$ cat src/verilog/arc_pkg.sv
// ---------------------------------------------------------------------------
// Constants for the range / reference / interface configuration block
// ---------------------------------------------------------------------------
package arc_pkg;

  // Bus widths
  localparam int ADDR_W = 8;
  localparam int DATA_W = 32;

  // Register byte offsets
  localparam logic [7:0] OFS_CTRL   = 8'h00;  // Control register
  localparam logic [7:0] OFS_STATUS = 8'h04;  // Live configuration, busy
  localparam logic [7:0] OFS_RESULT = 8'h08;  // Last coded result

  // Control register fields (bit 7 maps to DB15 ... bit 0 to DB8)
  localparam int CTRL_W      = 8;
  localparam int FLD_SEL_LO  = 5;             // Pair sampling selects
  localparam int FLD_RNG_LO  = 2;             // Range bits, pair one at LSB
  localparam int FLD_REF_ON  = 1;             // Internal reference on
  localparam int FLD_BUF_DIS = 0;             // Reference buffers off
  localparam logic [7:0] CTRL_RESET = 8'h00;

  // Status register fields
  localparam int ST_BUSY     = 0;
  localparam int ST_RNG_LO   = 1;             // Three live range bits
  localparam int ST_REF_ON   = 4;
  localparam int ST_BUF_LO   = 5;             // Three buffer enables
  localparam int ST_WORD     = 8;
  localparam int ST_BYTE     = 9;
  localparam int ST_SERIAL   = 10;
  localparam int ST_DAISY    = 11;
  localparam int ST_SW_MODE  = 12;

  // Geometry
  localparam int PAIRS       = 3;
  localparam int RES_W       = 16;            // Output word width
  localparam int SAMPLE_W    = 17;            // Input in half 16-bit steps
  localparam int RES_16      = 16;
  localparam int RES_14      = 14;
  localparam int RES_12      = 12;

  // Conversion time
  localparam int CLK_MHZ     = 125;
  localparam int T_CONV_NS   = 3000;
  localparam int CONV_CYCLES = (T_CONV_NS * CLK_MHZ) / 1000;
  localparam int CNT_W       = 9;

  // Conversion sequencer states
  typedef enum logic [1:0] {
    CONV_IDLE = 2'b01,
    CONV_RUN  = 2'b10
  } arc_conv_type;

endpackage

$ cat src/verilog/arc_config.sv
// The Wishbone slave port and the address map were left to the implementer.
`timescale 1ns/1ps
// Notes on behaviour
// Range one selects plus/minus two Vref
// Range zero selects plus/minus four Vref
// Range changes apply at next conversion
// Results coded in twos complement
// Step is range over 2^resolution
// Transitions at half-step points, rounding
// Reset: external ref, buffers enabled
// Hardware mode: enable pin turns ref on
// Software mode: control bit ref on
// Software mode: control bit disables buffers
// Serial hardware mode: pin disables buffers
// Three buffers, one per pair
// Host keeps internal ref off externally
// Serial/parallel chosen by select pin
// Word/byte pin picks parallel width
// Serial mode supports daisy chain
// Control layout: range, ref, buffer bits
// Control byte latched on write rising
// Control register resets to zero
// Busy high for full conversion time
// Pin ranges all; bits per pair
module arc_config #(
  parameter int RES_BITS = arc_pkg::RES_16
) (
  // Clock and reset
  input  wire logic                          sys_clk,
  input  wire logic                          reset,
  // Wishbone slave
  input  wire logic                          wb_cyc_i,
  input  wire logic                          wb_stb_i,
  input  wire logic                          wb_we_i,
  input  wire logic [arc_pkg::ADDR_W-1:0]    wb_adr_i,
  input  wire logic [3:0]                    wb_sel_i,
  input  wire logic [arc_pkg::DATA_W-1:0]    wb_dat_i,
  output logic      [arc_pkg::DATA_W-1:0]    wb_dat_o,
  output logic                               wb_ack_o,
  // Strap and control pins
  input  wire logic                          range_pin,
  input  wire logic                          hw_sw_select,
  input  wire logic                          internal_ref_enable_pin,
  input  wire logic                          buffer_disable_pin,
  input  wire logic                          serial_parallel_select,
  input  wire logic                          word_byte_select,
  input  wire logic                          daisy_chain_pin,
  input  wire logic                          conversion_trigger,
  // Parallel control write pins
  input  wire logic                          cs_n,
  input  wire logic                          wr_n,
  input  wire logic                          rd_n,
  input  wire logic [arc_pkg::CTRL_W-1:0]    db_upper,
  // Sampled analog value, half 16-bit steps of full scale
  input  wire logic [arc_pkg::SAMPLE_W-1:0]  sample_in,
  // Configuration outputs
  output logic      [arc_pkg::PAIRS-1:0]     pair_range_active,
  output logic                               internal_ref_on,
  output logic      [arc_pkg::PAIRS-1:0]     ref_buffer_enable,
  output logic                               parallel_word_mode,
  output logic                               parallel_byte_mode,
  output logic                               serial_mode,
  output logic                               daisy_chain_mode,
  output logic                               busy,
  output logic      [arc_pkg::RES_W-1:0]     result_code
);
  import arc_pkg::*;

  // -------------------------------------------------------------------------
  // Functions
  // -------------------------------------------------------------------------
  // Round a half-step sample to the variant resolution, twos complement
  function automatic logic [RES_W-1:0] code_of(
    input logic [SAMPLE_W-1:0] s
  );
    logic signed [SAMPLE_W:0] wide;
    logic signed [SAMPLE_W:0] q;
    logic signed [SAMPLE_W:0] top;
    logic [RES_W-1:0]         mask;
    int                       sh;
    wide = {s[SAMPLE_W-1], s};
    sh   = SAMPLE_W - RES_BITS;
    top  = (SAMPLE_W+1)'(((1 << (RES_BITS-1)) - 1));
    mask = RES_W'((1 << RES_BITS) - 1);
    q    = (wide + (SAMPLE_W+1)'(1 << (sh-1))) >>> sh;
    if (q > top) begin
      q = top;
    end
    code_of = q[RES_W-1:0] & mask;
  endfunction

  // -------------------------------------------------------------------------
  // Pin synchronisers
  // -------------------------------------------------------------------------
  localparam int SYN_W = 11 + CTRL_W;
  logic [SYN_W-1:0] syn_a;          // First stage, read only by second
  logic [SYN_W-1:0] syn_b;          // Second stage, usable
  logic [SYN_W-1:0] next_syn_a;
  logic [SYN_W-1:0] next_syn_b;
  logic             wr_n_prev;      // Last synchronised write strobe
  logic             trig_prev;      // Last synchronised trigger
  logic             next_wr_n_prev;
  logic             next_trig_prev;

  // Synchronised views
  logic             s_range, s_hwsw, s_refpin, s_bufpin, s_ser, s_wb;
  logic             s_daisy, s_trig, s_cs_n, s_wr_n, s_rd_n;
  logic [CTRL_W-1:0] s_db;
  assign {s_range, s_hwsw, s_refpin, s_bufpin, s_ser, s_wb, s_daisy,
          s_trig, s_cs_n, s_wr_n, s_rd_n, s_db} = syn_b;

  // Next values of the synchronisers
  always_comb begin
    next_syn_a = {range_pin, hw_sw_select, internal_ref_enable_pin,
                  buffer_disable_pin, serial_parallel_select,
                  word_byte_select, daisy_chain_pin, conversion_trigger,
                  cs_n, wr_n, rd_n, db_upper};
    next_syn_b     = syn_a;
    next_wr_n_prev = s_wr_n;
    next_trig_prev = s_trig;
  end

  // Register the synchronisers; no reset, so they follow the pins while
  // reset is held and the edge detectors see no false edge at release
  always_ff @(posedge sys_clk) begin
    syn_a     <= next_syn_a;
    syn_b     <= next_syn_b;
    wr_n_prev <= next_wr_n_prev;
    trig_prev <= next_trig_prev;
  end

  // -------------------------------------------------------------------------
  // Control register and Wishbone slave
  // -------------------------------------------------------------------------
  logic [CTRL_W-1:0] ctrl;          // DB15..DB8 image
  logic [CTRL_W-1:0] next_ctrl;
  logic              next_ack;
  logic [DATA_W-1:0] next_dat;
  logic              wb_req;
  logic              pin_write;
  logic [DATA_W-1:0] status_word;

  assign wb_req = wb_cyc_i & wb_stb_i & ~wb_ack_o;

  // Write strobe rising edge
  assign pin_write = ~wr_n_prev & s_wr_n & ~s_cs_n & s_rd_n;

  // Status image of live configuration
  always_comb begin
    status_word                               = '0;
    status_word[ST_BUSY]                      = busy;
    status_word[ST_RNG_LO +: PAIRS]           = pair_range_active;
    status_word[ST_REF_ON]                    = internal_ref_on;
    status_word[ST_BUF_LO +: PAIRS]           = ref_buffer_enable;
    status_word[ST_WORD]                      = parallel_word_mode;
    status_word[ST_BYTE]                      = parallel_byte_mode;
    status_word[ST_SERIAL]                    = serial_mode;
    status_word[ST_DAISY]                     = daisy_chain_mode;
    status_word[ST_SW_MODE]                   = s_hwsw;
  end

  // Next values of register and bus answer
  always_comb begin
    next_ctrl = ctrl;
    next_ack  = wb_req;
    next_dat  = '0;
    // Pin write latches the upper byte
    if (pin_write) begin
      next_ctrl = s_db;
    end
    // Range, reference, buffer bits
    // Bus write to control, low byte lane
    if (wb_req && wb_we_i && wb_adr_i == OFS_CTRL && wb_sel_i[0]) begin
      next_ctrl = wb_dat_i[CTRL_W-1:0];
    end
    // Read data; unmapped reads return zero
    if (wb_req && !wb_we_i) begin
      unique case (wb_adr_i)
        OFS_CTRL:   next_dat = {{(DATA_W-CTRL_W){1'b0}}, ctrl};
        OFS_STATUS: next_dat = status_word;
        OFS_RESULT: next_dat = {{(DATA_W-RES_W){1'b0}}, result_code};
        default:    next_dat = '0;
      endcase
    end
  end

  // Register control byte and bus outputs
  always_ff @(posedge sys_clk) begin
    if (reset) begin
      // Control register cleared
      ctrl     <= CTRL_RESET;
      wb_ack_o <= 1'b0;
      wb_dat_o <= '0;
    end else begin
      ctrl     <= next_ctrl;
      wb_ack_o <= next_ack;
      wb_dat_o <= next_dat;
    end
  end

  // -------------------------------------------------------------------------
  // Reference, buffers and interface mode
  // -------------------------------------------------------------------------
  logic             next_ref_on;
  logic             buf_off;
  logic [PAIRS-1:0] next_buf_en;
  logic             next_word, next_byte, next_serial, next_daisy;

  // Decide reference and interface settings
  always_comb begin
    // Hardware mode reference pin
    next_ref_on = s_refpin;
    // Serial hardware buffer disable
    buf_off     = s_ser & s_bufpin;
    if (s_hwsw) begin
      // Software reference enable bit
      next_ref_on = ctrl[FLD_REF_ON];
      // Software buffer disable bit
      buf_off     = ctrl[FLD_BUF_DIS];
    end
    // Serial or parallel selection
    next_serial = s_ser;
    // Word or byte parallel width
    next_word   = ~s_ser & ~s_wb;
    next_byte   = ~s_ser & s_wb;
    // Daisy chain in serial mode
    next_daisy  = s_ser & s_daisy;
  end

  // One buffer enable per pair
  genvar gp;
  generate
    for (gp = 0; gp < PAIRS; gp++) begin : g_buf
      assign next_buf_en[gp] = ~buf_off;
    end
  endgenerate

  // Register reference and mode outputs
  always_ff @(posedge sys_clk) begin
    if (reset) begin
      // External reference, buffers on
      internal_ref_on    <= 1'b0;
      ref_buffer_enable  <= '1;
      parallel_word_mode <= 1'b1;
      parallel_byte_mode <= 1'b0;
      serial_mode        <= 1'b0;
      daisy_chain_mode   <= 1'b0;
    end else begin
      internal_ref_on    <= next_ref_on;
      ref_buffer_enable  <= next_buf_en;
      parallel_word_mode <= next_word;
      parallel_byte_mode <= next_byte;
      serial_mode        <= next_serial;
      daisy_chain_mode   <= next_daisy;
    end
  end

  // -------------------------------------------------------------------------
  // Conversion sequencer
  // -------------------------------------------------------------------------
  arc_conv_type      state, next_state;
  logic [CNT_W-1:0]  cnt, next_cnt;
  logic [PAIRS-1:0]  next_range;
  logic [PAIRS-1:0]  range_req;     // Range that the next start will use
  logic              next_busy;
  logic [RES_W-1:0]  next_result;
  logic              start;

  assign start = ~trig_prev & s_trig;

  // Pin for all pairs, bits per pair
  assign range_req = s_hwsw ? ctrl[FLD_RNG_LO +: PAIRS] : {PAIRS{s_range}};

  // Next sequencer values
  always_comb begin
    next_state  = state;
    next_cnt    = cnt;
    next_range  = pair_range_active;
    next_busy   = busy;
    next_result = result_code;
    unique case (state)
      CONV_IDLE: begin
        if (start) begin
          // Range frozen at conversion start
          // One narrow, zero wide range
          next_range = range_req;
          // Rounded twos complement
          next_result = code_of(sample_in);
          next_cnt    = CNT_W'(CONV_CYCLES - 1);
          next_busy   = 1'b1;
          next_state  = CONV_RUN;
        end
      end
      CONV_RUN: begin
        // Busy held for conversion time
        if (cnt == '0) begin
          next_busy  = 1'b0;
          next_state = CONV_IDLE;
        end else begin
          next_cnt = cnt - 1'b1;
        end
      end
    endcase
  end

  // Register sequencer state
  always_ff @(posedge sys_clk) begin
    if (reset) begin
      state             <= CONV_IDLE;
      cnt               <= '0;
      pair_range_active <= '0;
      busy              <= 1'b0;
      result_code       <= '0;
    end else begin
      state             <= next_state;
      cnt               <= next_cnt;
      pair_range_active <= next_range;
      busy              <= next_busy;
      result_code       <= next_result;
    end
  end

endmodule

$ cat config.mk
export PLATFORM = sky130hd
export DESIGN_NAME = arc_config
export DESIGN_NICKNAME = d
export VERILOG_FILES = /design/src/verilog/arc_pkg.sv /design/src/verilog/arc_config.sv
export SDC_FILE = /design/constraint.sdc
export NUM_CORES = 1
export LEC_CHECK = 0
export ABC_AREA = 1
export ABC_CLOCK_PERIOD_IN_PS = 1800
export BUFFER_PORTS_ARGS = -buffer_cell sky130_fd_sc_hd__buf_2
export CAP_MARGIN = 20
export CORE_MARGIN = 2
export CORE_UTILIZATION = 49
export DETAILED_ROUTE_END_ITERATION = 16
export HOLD_SLACK_MARGIN = 0.05
export PLACE_DENSITY = 0.77
export SETUP_SLACK_MARGIN = 0.2
export SLEW_MARGIN = 20
export SYNTH_ARGS = -nofsm -noshare
export SYNTH_HDL_FRONTEND = slang
export SYNTH_SLANG_ARGS = --single-unit
$ cat constraint.sdc
create_clock -name sys_clk -period 1.8 [get_ports sys_clk]
set_clock_uncertainty 0.05 [all_clocks]
set_input_delay 0 -clock sys_clk [delete_from_list [all_inputs] [get_ports sys_clk]]
set_output_delay 0 -clock sys_clk [all_outputs]
set_load 0.02 [all_outputs]
==> results of run 1 <==
## cells by family after synthesis
group / count (synthesis) / share of synthesized area, %
compound gates: 77 / 10.78
xor+xnor: 4 / 0.8598
fa+ha+maj: 2 / 0.6140
buf+inv: 67 / 8.351
flops: 101 / 49.62
other cells: 1 / 0.09202
simple gates: 252 / 29.69
## flip-flops by register name (all words and copies together), names as in the netlist, 3 cells and up
signal and count:
cnt 9, result_code 16, next_syn_b 19, ctrl 8
pair_range_active 3, wb_dat_o 16, syn_b 19
## worst paths after layout
check                               from                      to  depth (start not counted)
setup / recovery             wb_adr_i[7]  wb_dat_o[2]$_SDFF_PP0_                          9
hold / removal               wb_adr_i[0]  wb_dat_o[8]$_SDFF_PP0_                          4
setup reg to reg     cnt[0]$_SDFFE_PP0P_     cnt[3]$_SDFFE_PP0P_                          9
hold reg to reg   next_syn_b[12]$_DFF_P_       syn_b[12]$_DFF_P_                          0
## worst reg2reg max path, cell delays in order, from the launching register on
cell and delay [ns]:
dfxtp_1 0.38, inv_2 0.07, ha_4 0.17, nand3_2 0.09
nor2_2 0.05, nand2_1 0.12, nand2_4 0.10, inv_1 0.14
nand3_1 0.10, a21oi_1 0.15
## layout make-up
cell class,count,area (sq um),share of cell area [%]
Tap cell,105,131.4,2.422
Timing Repair Buffer,165,1129,20.80
Clock buffer,9,123.9,2.283
Multi-Input combinational cell,351,1822,33.58
Inverter,34,132.6,2.445
Clock inverter,7,65.06,1.199
Sequential cell,101,2022,37.27
## power by group
part | internal, mW | total, mW | switching, mW
clock | 0.539 | 1.37 | 0.831
sequential | 2.35 | 2.42 | 0.0725
combinational | 0.276 | 0.672 | 0.396
total | 3.16 | 4.46 | 1.30
## metal layers
metal | vias up | share of wire (%) | track usage, % | wire length, microns
met5 | - | 0 | 0 | 0
met4 | 0 | 2.7 | 7.246 | 269
met3 | 25 | 7.8 | 6.640 | 792
met2 | 164 | 50 | 40.43 | 5099
met1 | 1765 | 39 | 27.25 | 3974
li1 | 1931 | - | - | -
## stage by stage
step / setup WS [ns] / instance area [sq um] / hold slack (ns)
after floorplan: 0.2805 / 4131 / -0.02228
after CTS: 0.2040 / 5359 / 0.05442
final: 0.2849 / 5425 / 0.04679
after global placement: 0.2185 / 4633 / 0.05178
after detailed placement: 0.1157 / 4633 / 0.05357
after global routing: 0.1369 / 5425 / 0.06233
## cells in the final DEF (no fill, tap or decap), types with 2 or more instances in the layout
cell / netlist / layout
clkbuf_8: 0 / 9
conb_1: 1 / 16
nor2_1: 70 / 67
buf_4: 20 / 9
dfxtp_1: 101 / 101
dlygate4sd3_1: 0 / 53
xnor2_1: 2 / 2
nand3_1: 42 / 41
a21oi_2: 10 / 10
nand2_4: 2 / 2
nand4_1: 15 / 15
clkinv_2: 0 / 2
nand2_2: 4 / 4
nor2_4: 4 / 4
o21ai_0: 30 / 30
inv_8: 0 / 3
a31oi_1: 3 / 3
nand2_1: 99 / 98
inv_2: 3 / 5
a21oi_1: 31 / 31
buf_2: 5 / 102
inv_1: 29 / 27
clkinv_4: 0 / 2
xor2_1: 2 / 2
nor3_4: 2 / 2
and3_1: 3 / 3
nor2_2: 5 / 8
## what timing repair did
item	4_1_cts	5_1_grt
setup buffers	0	2
hold endpoints to repair	65	0
endpoints found under the setup margin	8	24
gates cloned	0	0
pin swaps	0	2
gates resized for setup	3	11
hold buffers	53	0
==> results.md, run 1 <==
- Top_reg_cell synth: dfxtp_1
- Filler cell count: 638
- Slew margin rel.: 52.63%
- Hold Vio Cnt, Final: 0
- Slowest library cell on the worst path: dlygate4sd3_1
- Worst path bufs/invs: 4
- CP dominant cell by count: nor2_1
- Most frequent cells after synthesis: dfxtp_1, nand2_1, nor2_1
- HPWL Detailed: 6877 microns
- Seq cells post-synth: 101
- Core ar.: 0.008134 sq mm
- Critical Path RT: 2.04 ns
- Slew at the pin closest to its max-slew limit: 0.7097 ns
- Die X-Extent: 95.20 microns
- Pin count of the biggest net entering global routing: 27
- TritonCTS clock tree: yes
- Period Utilization, post-route: 84.17%
- CP arrival: 1.76 ns
- Seq/Total Area, Yosys: 49.62%
- Fmax: 660.0 MHz
- Non-Filler Instances: 772
- Clk sinks: 101
- Routed Antenna Nets: 0
- Crit path cell chain: dlygate4sd3_1 -> buf_2 -> nor2_1 -> nand2_4 -> clkinvlp_4 -> buf_4 -> nand3_1 -> and3_1 -> nor2_1
- Share of the synthesized area in the top cell type: 49.62%
- Most numerous cell in the Yosys netlist: dfxtp_1
- Peak supply drop: 0.6571 mV
- Area leader, netlist: dfxtp_1
- First-pass GRT wire length: 16280 microns
- Max_cap viols: 0
- Via Count: 3885
- GRT Total Usage: 23.10%
- Top Ports: 146
- Crit end category: flip-flop
- Synth warn: 0
- Min Tclk post-route: 1.515 ns
- Crit path kind: in -> reg
- Row cnt: 33
- Antenna Diode Count: 0
- Mapped Area: 0.004075 sq mm
- Critical path launch point type: input port
- Detailed Route Iter0 Violations: 187
- WL/cell: 13.13 microns
- Layout area overhead: 33.13%
- Synth area leaders: dfxtp_1, nand2_1, nor2_1, nand3_1, a21oi_1
- Yosys cell types: 36
- Worst-skew pair later-pin latency: 0.37 ns
- Hold Path Class: in -> reg
- Number of vias per cell: 5.032
- Root buffer cell: clkbuf_8
- Clock Path Buffers: 2
- IO buf count: 102
- Nets: 749
- Number of global-route vias before repair: 3624
- Final Power: 4.460 mW
- Mean area per synthesized cell: 8.086 sq um
- Status: finished, final reports clean
- Max FO, Critical Path: 11
- LEAKAGE: 2.476 nW
- R2R Setup Slk: 0.31 ns
- Unrepaired setup endpoints after global routing: true
- Total negative setup slack: 0 ns
- Die H: 95.20 microns
- DRT Pass-1 Iters: 5
- Final WL: 10140 microns
- Die Area: 0.009062 sq mm
- Final Max Slew Viols: 0
- Clock transition at path regs: 0.10 ns
- Starting Density: 50.10%
- Worst path max stage delay: 0.54 ns
- Placed cells: 701
- Final setup viols: 0
- Share of cells above drive strength 1: 26.24%
- Remaining DRCs: 0
- Total CTS buffers: 9
- EDFF count, synth: 0
- Asr flop ratio synth: 0%
- Grt ovf: 0
- Top cell family by delay on the critical path: buffers and inverters
- Fin util: 66.70%
- GP Congestion: 0.9521
- Power Dens Cells: 822.1 mW/mm^2
- Initial antenna violation count: 0
- Gate Count Post-Synth: 504
- Htree depth: 3
No activity file was read; power rests on OpenSTA's default activity.
==> run 2: changes to the inputs <==
--- a/config.mk
+++ b/config.mk
@@ -6,7 +6,7 @@
 export NUM_CORES = 1
 export LEC_CHECK = 0
 export ABC_AREA = 1
-export ABC_CLOCK_PERIOD_IN_PS = 1800
+export ABC_CLOCK_PERIOD_IN_PS = 1600
 export BUFFER_PORTS_ARGS = -buffer_cell sky130_fd_sc_hd__buf_2
 export CAP_MARGIN = 20
 export CORE_MARGIN = 2
==> constraint.sdc (replaced) <==
create_clock -name sys_clk -period 1.6 [get_ports sys_clk]
set_clock_uncertainty 0.05 [all_clocks]
set_input_delay 0 -clock sys_clk [delete_from_list [all_inputs] [get_ports sys_clk]]
set_output_delay 0 -clock sys_clk [all_outputs]
set_load 0.02 [all_outputs]
==> results.md, run 2 (synthesis results as in run 1) <==
- Psw: 1.615 mW (+24%)
- Placed cells: 706 (+0.71%)
- Final Max Slew Viols: 0 (unchanged)
- Status: finished, final reports clean
- Worst-skew pair later-pin latency: 0.38 ns (about the same)
- Crit path cell chain: inv_4 -> ha_4 -> nand3_4 -> nor2_4 -> nand2_2 -> nand2_4 -> buf_6 -> o21ai_1 -> a21oi_1
- Worst setup path start: cnt[0]$_SDFFE_PP0P_
- Worst path bufs/invs: 2 (-2)
- Top Ports: 146 (unchanged)
- Peak supply drop: 0.8624 mV (+31%)
- CP arrival: 1.66 ns (-0.10 ns)
- Routed length on met1: 4403 microns (+11%)
- Worst r2r path cells: 9 (unchanged)
- GP Congestion: 0.9343 (-1.9%)
- Starting Density: 50.10% (unchanged)
- WL/cell: 15.00 microns (+14%)
- Die Area: 0.009062 sq mm (unchanged)
- Most frequent cells in the layout: buf_2, dfxtp_1, nand2_1, nor2_1, dlygate4sd3_1
- Pin count of the biggest net entering global routing: 23 (-15%)
- Worst path max stage delay: 0.35 ns (-0.19 ns)
- Filler cell count: 586 (-8.2%)
- Non-Filler Instances: 793 (+2.7%)
- Unrepaired setup endpoints after global routing: true
- Via Count: 4238 (+9.1%)
- Row cnt: 33 (unchanged)
- Total CTS buffers: 9 (unchanged)
- First-pass GRT wire length: 17480 microns (+7.4%)
- Remaining DRCs: 0 (unchanged)
- Number of vias per cell: 5.344 (+6.2%)
- Htree depth: 3 (unchanged)
- Top sig layer: met4
- Fmax: 713.5 MHz
- Clock transition at path regs: 0.10 ns (about the same)
- TritonCTS clock tree: yes
- Period Utilization, post-route: 87.60%
- Layout area overhead: 42.95%
- Top cell family by delay on the critical path: simple AND/OR/NAND/NOR gates
- Max_cap viols: 0 (unchanged)
- Int Power: 3.663 mW (+16%)
- Detailed Route Iter0 Violations: 265 (+42%)
- Most common cell after layout, fill and taps aside: buf_2
- Critical path launch point type: flip-flop
- Min Tclk post-route: 1.402 ns
- IO buf count: 102 (unchanged)
- WL met3: 917 microns (+16%)
- R2r startpoint: cnt[0]$_SDFFE_PP0P_
- Hold Crit Start: wb_adr_i[2]
- Clk network pwr share: 30.9% (+0.2 points)
- Final WL: 11890 microns (+17%)
- Power Dens Cells: 905.9 mW/mm^2 (+10%)
- Hold Vio Cnt, Final: 0 (unchanged)
- DRT Pass-1 Iters: 7 (+2)
- R2R Setup Slk: 0.20 ns (-0.11 ns)
- Slowest library cell on the worst path: dfxtp_2
- Antenna Diode Count: 0 (unchanged)
- LEAKAGE: 2.627 nW (+6.1%)
- Max FO, Critical Path: 6 (-5)
- Met2 routed WL: 6048 microns (+19%)
- RR Endpoint: cnt[3]$_SDFFE_PP0P_
- Number of global-route vias before repair: 3809 (+5.1%)
- Reg power frac: 51.7% (-2.5 points)
- Root buffer cell: clkbuf_8
- Hold Path Class: in -> reg
- Final Power: 5.278 mW (+18%)
- Clock Path Buffers: 2 (unchanged)
- Core ar.: 0.008134 sq mm (unchanged)
- Logic pwr share: 17.3% (+2.2 points)
- Crit path depth: 9 (unchanged)
- Hold slack: 0.08304 ns (+0.03625 ns)
- Crit end category: flip-flop
- Sw frac: 30.60% (+1.5 points)
- GRT Total Usage: 25.16% (+2.1 points)
- Die X-Extent: 95.20 microns (unchanged)
- Initial antenna violation count: 0 (unchanged)
- HPWL Detailed: 7152 microns (+4.0%)
- Worst Setup EP: cnt[3]$_SDFFE_PP0P_
- Total negative setup slack: 0 ns (unchanged)
- Crit path kind: reg -> reg
- Share of cells above drive strength 1: 34.30% (+8.1 points)
- Die H: 95.20 microns (unchanged)
- Final setup viols: 0 (unchanged)
- Cells on Worst Hold Path: 5 (+1)
- Clk sinks: 101 (unchanged)
- Routed Antenna Nets: 0 (unchanged)
- Nets: 770 (+2.8%)
- Critical Path RT: 1.86 ns (-0.18 ns)
- Grt ovf: 0 (unchanged)
## run 2: per-stage QoR
step,setup slack (ns),instance area (sq um),utilization (%)
after detailed placement,-0.02976,4673,57.45
after global routing,0.07826,5826,71.62
final,0.1984,5826,71.62
after CTS,0.2027,5549,68.22
after global placement,0.05781,4673,57.45
after floorplan,0.2069,4140,-
## run 2: worst min-delay path by stage
| stage | end | slack (ns) |
|---|---|---|
| 2_1_floorplan | next_syn_b[0]$_DFF_P_ | -0.02 |
| 3_3_place_gp | next_syn_b[0]$_DFF_P_ | 0.05 |
| 3_5_place_dp | next_syn_b[5]$_DFF_P_ | 0.05 |
| 4_1_cts | result_code[10]$_SDFFE_PP0P_ | 0.05 |
| 5_1_grt | wb_dat_o[0]$_SDFF_PP0_ | 0.07 |
| 6_report | wb_dat_o[2]$_SDFF_PP0_ | 0.08 |
## run 2: metal layers
layer	track usage (%)	up-vias
met4	9.420	0
met1	26.68	1969
met5	0	-
li1	-	1987
met3	7.589	59
met2	46.54	223
## run 2: tightest hold or removal path: stages
cell and delay [ns]:
buf_2 0.14, nor3_4 0.08, nand3_1 0.07, and3_1 0.14, nor2_1 0.04
## run 2: cell type report
type	instances	area (sq um)	area share [%]
inverters	34	140.1	2.405
flip-flops and latches	101	2032	34.88
clock inverters	7	86.33	1.482
repair buffers	184	1326	22.77
well taps	105	131.4	2.255
clock buffers	9	123.9	2.126
multi-input cells	353	1986	34.08
## run 2: power by group through the flow
stage	clock network (mW)	logic, mW	registers [mW]
2_1_floorplan	0	0.387	2.80
3_3_place_gp	0	0.608	2.77
3_5_place_dp	0	0.626	2.78
4_1_cts	1.64	0.786	2.72
5_1_grt	1.77	0.990	2.74
6_report	1.63	0.914	2.73
## run 2: repair_timing
| action | 4_1_cts | 5_1_grt |
|---|---|---|
| pin swaps | 7 | 25 |
| setup endpoints to repair | 34 | 38 |
| buffers inserted | 4 | 12 |
| hold buffers | 52 | 0 |
| resized for setup | 20 | 60 |
| cloned | 2 | 1 |
| hold endpoints to repair | 70 | 0 |
==> run 3: changes to the inputs <==
--- a/config.mk
+++ b/config.mk
@@ -11,6 +11,8 @@
 export CAP_MARGIN = 20
 export CORE_MARGIN = 2
 export CORE_UTILIZATION = 49
+export CTS_BUF_LIST = sky130_fd_sc_hd__clkbuf_16
+export CTS_CLUSTER_DIAMETER = 50
 export DETAILED_ROUTE_END_ITERATION = 16
 export HOLD_SLACK_MARGIN = 0.05
 export PLACE_DENSITY = 0.77
==> results.md, run 3 (synthesis results as in run 1) <==
- Nets: 763 (-0.91%)
- Most common cell after layout, fill and taps aside: buf_2
- Top sig layer: met4
- Share of cells above drive strength 1: 32.60% (-1.7 points)
- IO buf count: 102 (unchanged)
- Crit end category: flip-flop
- Number of global-route vias before repair: 3805 (-0.11%)
- Via Count: 4163 (-1.8%)
- Clock transition at path regs: 0.07 ns (-0.03 ns)
- TritonCTS clock tree: yes
- First-pass GRT wire length: 17530 microns (+0.24%)
- Pin count of the biggest net entering global routing: 23 (unchanged)
- Crit path kind: in -> reg
- Worst-skew pair later-pin latency: 0.35 ns (-0.03 ns)
- DRT Pass-1 Iters: 5 (-2)
- LEAKAGE: 2.654 nW (+1.1%)
- Htree depth: 3 (unchanged)
- Layout area overhead: 42.71%
- Starting Density: 50.10% (unchanged)
- Max FO, Critical Path: 8 (+2)
- Peak supply drop: 0.7993 mV (-7.3%)
- Hold Path Class: in -> reg
- Non-Filler Instances: 787 (-0.76%)
- Final setup viols: 0 (unchanged)
- Final WL: 11830 microns (-0.50%)
- WL met3: 841 microns (-8.3%)
- Hold Vio Cnt, Final: 0 (unchanged)
- Met2 routed WL: 6161 microns (+1.9%)
- Number of vias per cell: 5.290 (-1.0%)
- Min Tclk post-route: 1.386 ns (-0.01578 ns)
- Die X-Extent: 95.20 microns (unchanged)
- Total CTS buffers: 9 (unchanged)
- Critical Path RT: 1.79 ns (-0.07 ns)
- Placed cells: 706 (unchanged)
- Power Dens Cells: 1000 mW/mm^2 (+10%)
- HPWL Detailed: 7152 microns (unchanged)
- Hold slack: 0.06203 ns (-0.02102 ns)
- Fmax: 721.6 MHz (+1.1%)
- Most frequent cells in the layout: buf_2, dfxtp_1, nand2_1, nor2_1, dlygate4sd3_1
- Core ar.: 0.008134 sq mm (unchanged)
- Detailed Route Iter0 Violations: 237 (-11%)
- GP Congestion: 0.9343 (unchanged)
- Die H: 95.20 microns (unchanged)
- Top Ports: 146 (unchanged)
- Period Utilization, post-route: 86.61% (-0.99 points)
- Die Area: 0.009062 sq mm (unchanged)
- Clock Path Buffers: 2 (unchanged)
- Status: finished, final reports clean
- Routed Antenna Nets: 0 (unchanged)
- WL/cell: 15.04 microns (+0.25%)
- Clk sinks: 101 (unchanged)
- Root buffer cell: clkbuf_16
- GRT Total Usage: 25.23% (+0.080 points)
- Remaining DRCs: 0 (unchanged)
- Grt ovf: 0 (unchanged)
- Final Max Slew Viols: 0 (unchanged)
- Initial antenna violation count: 0 (unchanged)
- Critical path launch point type: input port
- Unrepaired setup endpoints after global routing: true
- Routed length on met1: 4481 microns (+1.8%)
- Filler cell count: 583 (-0.51%)
- Max_cap viols: 0 (unchanged)
- Row cnt: 33 (unchanged)
- CP arrival: 1.58 ns (-0.08 ns)
run 3: power breakdown:
part / leakage [nW] / switching [mW] / internal (mW)
combinational: 1.67 / 0.516 / 0.371
sequential: 0.837 / 0.0852 / 2.64
clock: 0.151 / 1.08 / 1.12
total: 2.65 / 1.69 / 4.13
run 3: path summary, 6_finish.rpt:
check,start,to,slack [ns],cells past startpoint
worst max-delay path,sample_in[13],result_code[10]$_SDFFE_PP0P_,0.21,11
worst min-delay path,sample_in[9],result_code[10]$_SDFFE_PP0P_,0.06,5
worst max register to register,wb_ack_o$_SDFF_PP0_,wb_dat_o[10]$_SDFF_PP0_,0.25,5
worst min register to register,next_syn_b[15]$_DFF_P_,syn_b[15]$_DFF_P_,0.28,0
run 3: routing by layer:
metal | vias to the layer above | track usage, %
met5 | - | 0
met4 | 0 | 9.662
met3 | 34 | 6.008
met2 | 205 | 46.83
met1 | 1948 | 27.56
li1 | 1976 | -
run 3: critical path: stages:
cell           delay [ns]
dlygate4sd3_1        0.54
buf_4                0.14
nand2_2              0.06
nor2_2               0.10
nand2_2              0.08
o21ai_2              0.20
nand2_4              0.12
nand2_8              0.12
inv_1                0.05
nor2_1               0.11
nor2_1               0.04
run 3: timing repair:
| item | 4_1_cts | 5_1_grt |
|---|---|---|
| cloned | 3 | 1 |
| hold endpoints to repair | 67 | 0 |
| endpoints found under the setup margin | 34 | 36 |
| setup buffers | 2 | 10 |
| pin swaps | 6 | 22 |
| hold buffers | 48 | 0 |
| gates resized for setup | 16 | 41 |
run 3: layout make-up:
| cell class | count | area (sq um) | share of cell area [%] |
|---|---|---|---|
| sequential | 101 | 2028 | 34.88 |
| clock buffer | 9 | 225.2 | 3.873 |
| multi-input combinational | 354 | 1964 | 33.78 |
| tap | 105 | 131.4 | 2.259 |
| clock inverter | 7 | 86.33 | 1.485 |
| inverter | 34 | 132.6 | 2.281 |
| timing repair buffer | 176 | 1245 | 21.41 |
| antenna | 1 | 2.502 | 0.04303 |
run 3: per-stage QoR:
step	util (%)	total power [mW]	instance area, sq um	setup WS (ns)	TNS [ns]
final	71.50	5.818	5816	0.2142	0
after global routing	71.47	6.032	5813	0.1368	0
after CTS	68.80	5.686	5597	0.2006	0
after detailed placement	57.45	3.401	4673	-0.02976	-0.08066
after global placement	57.45	3.377	4673	0.05781	0
after floorplan	-	3.189	4140	0.2069	0
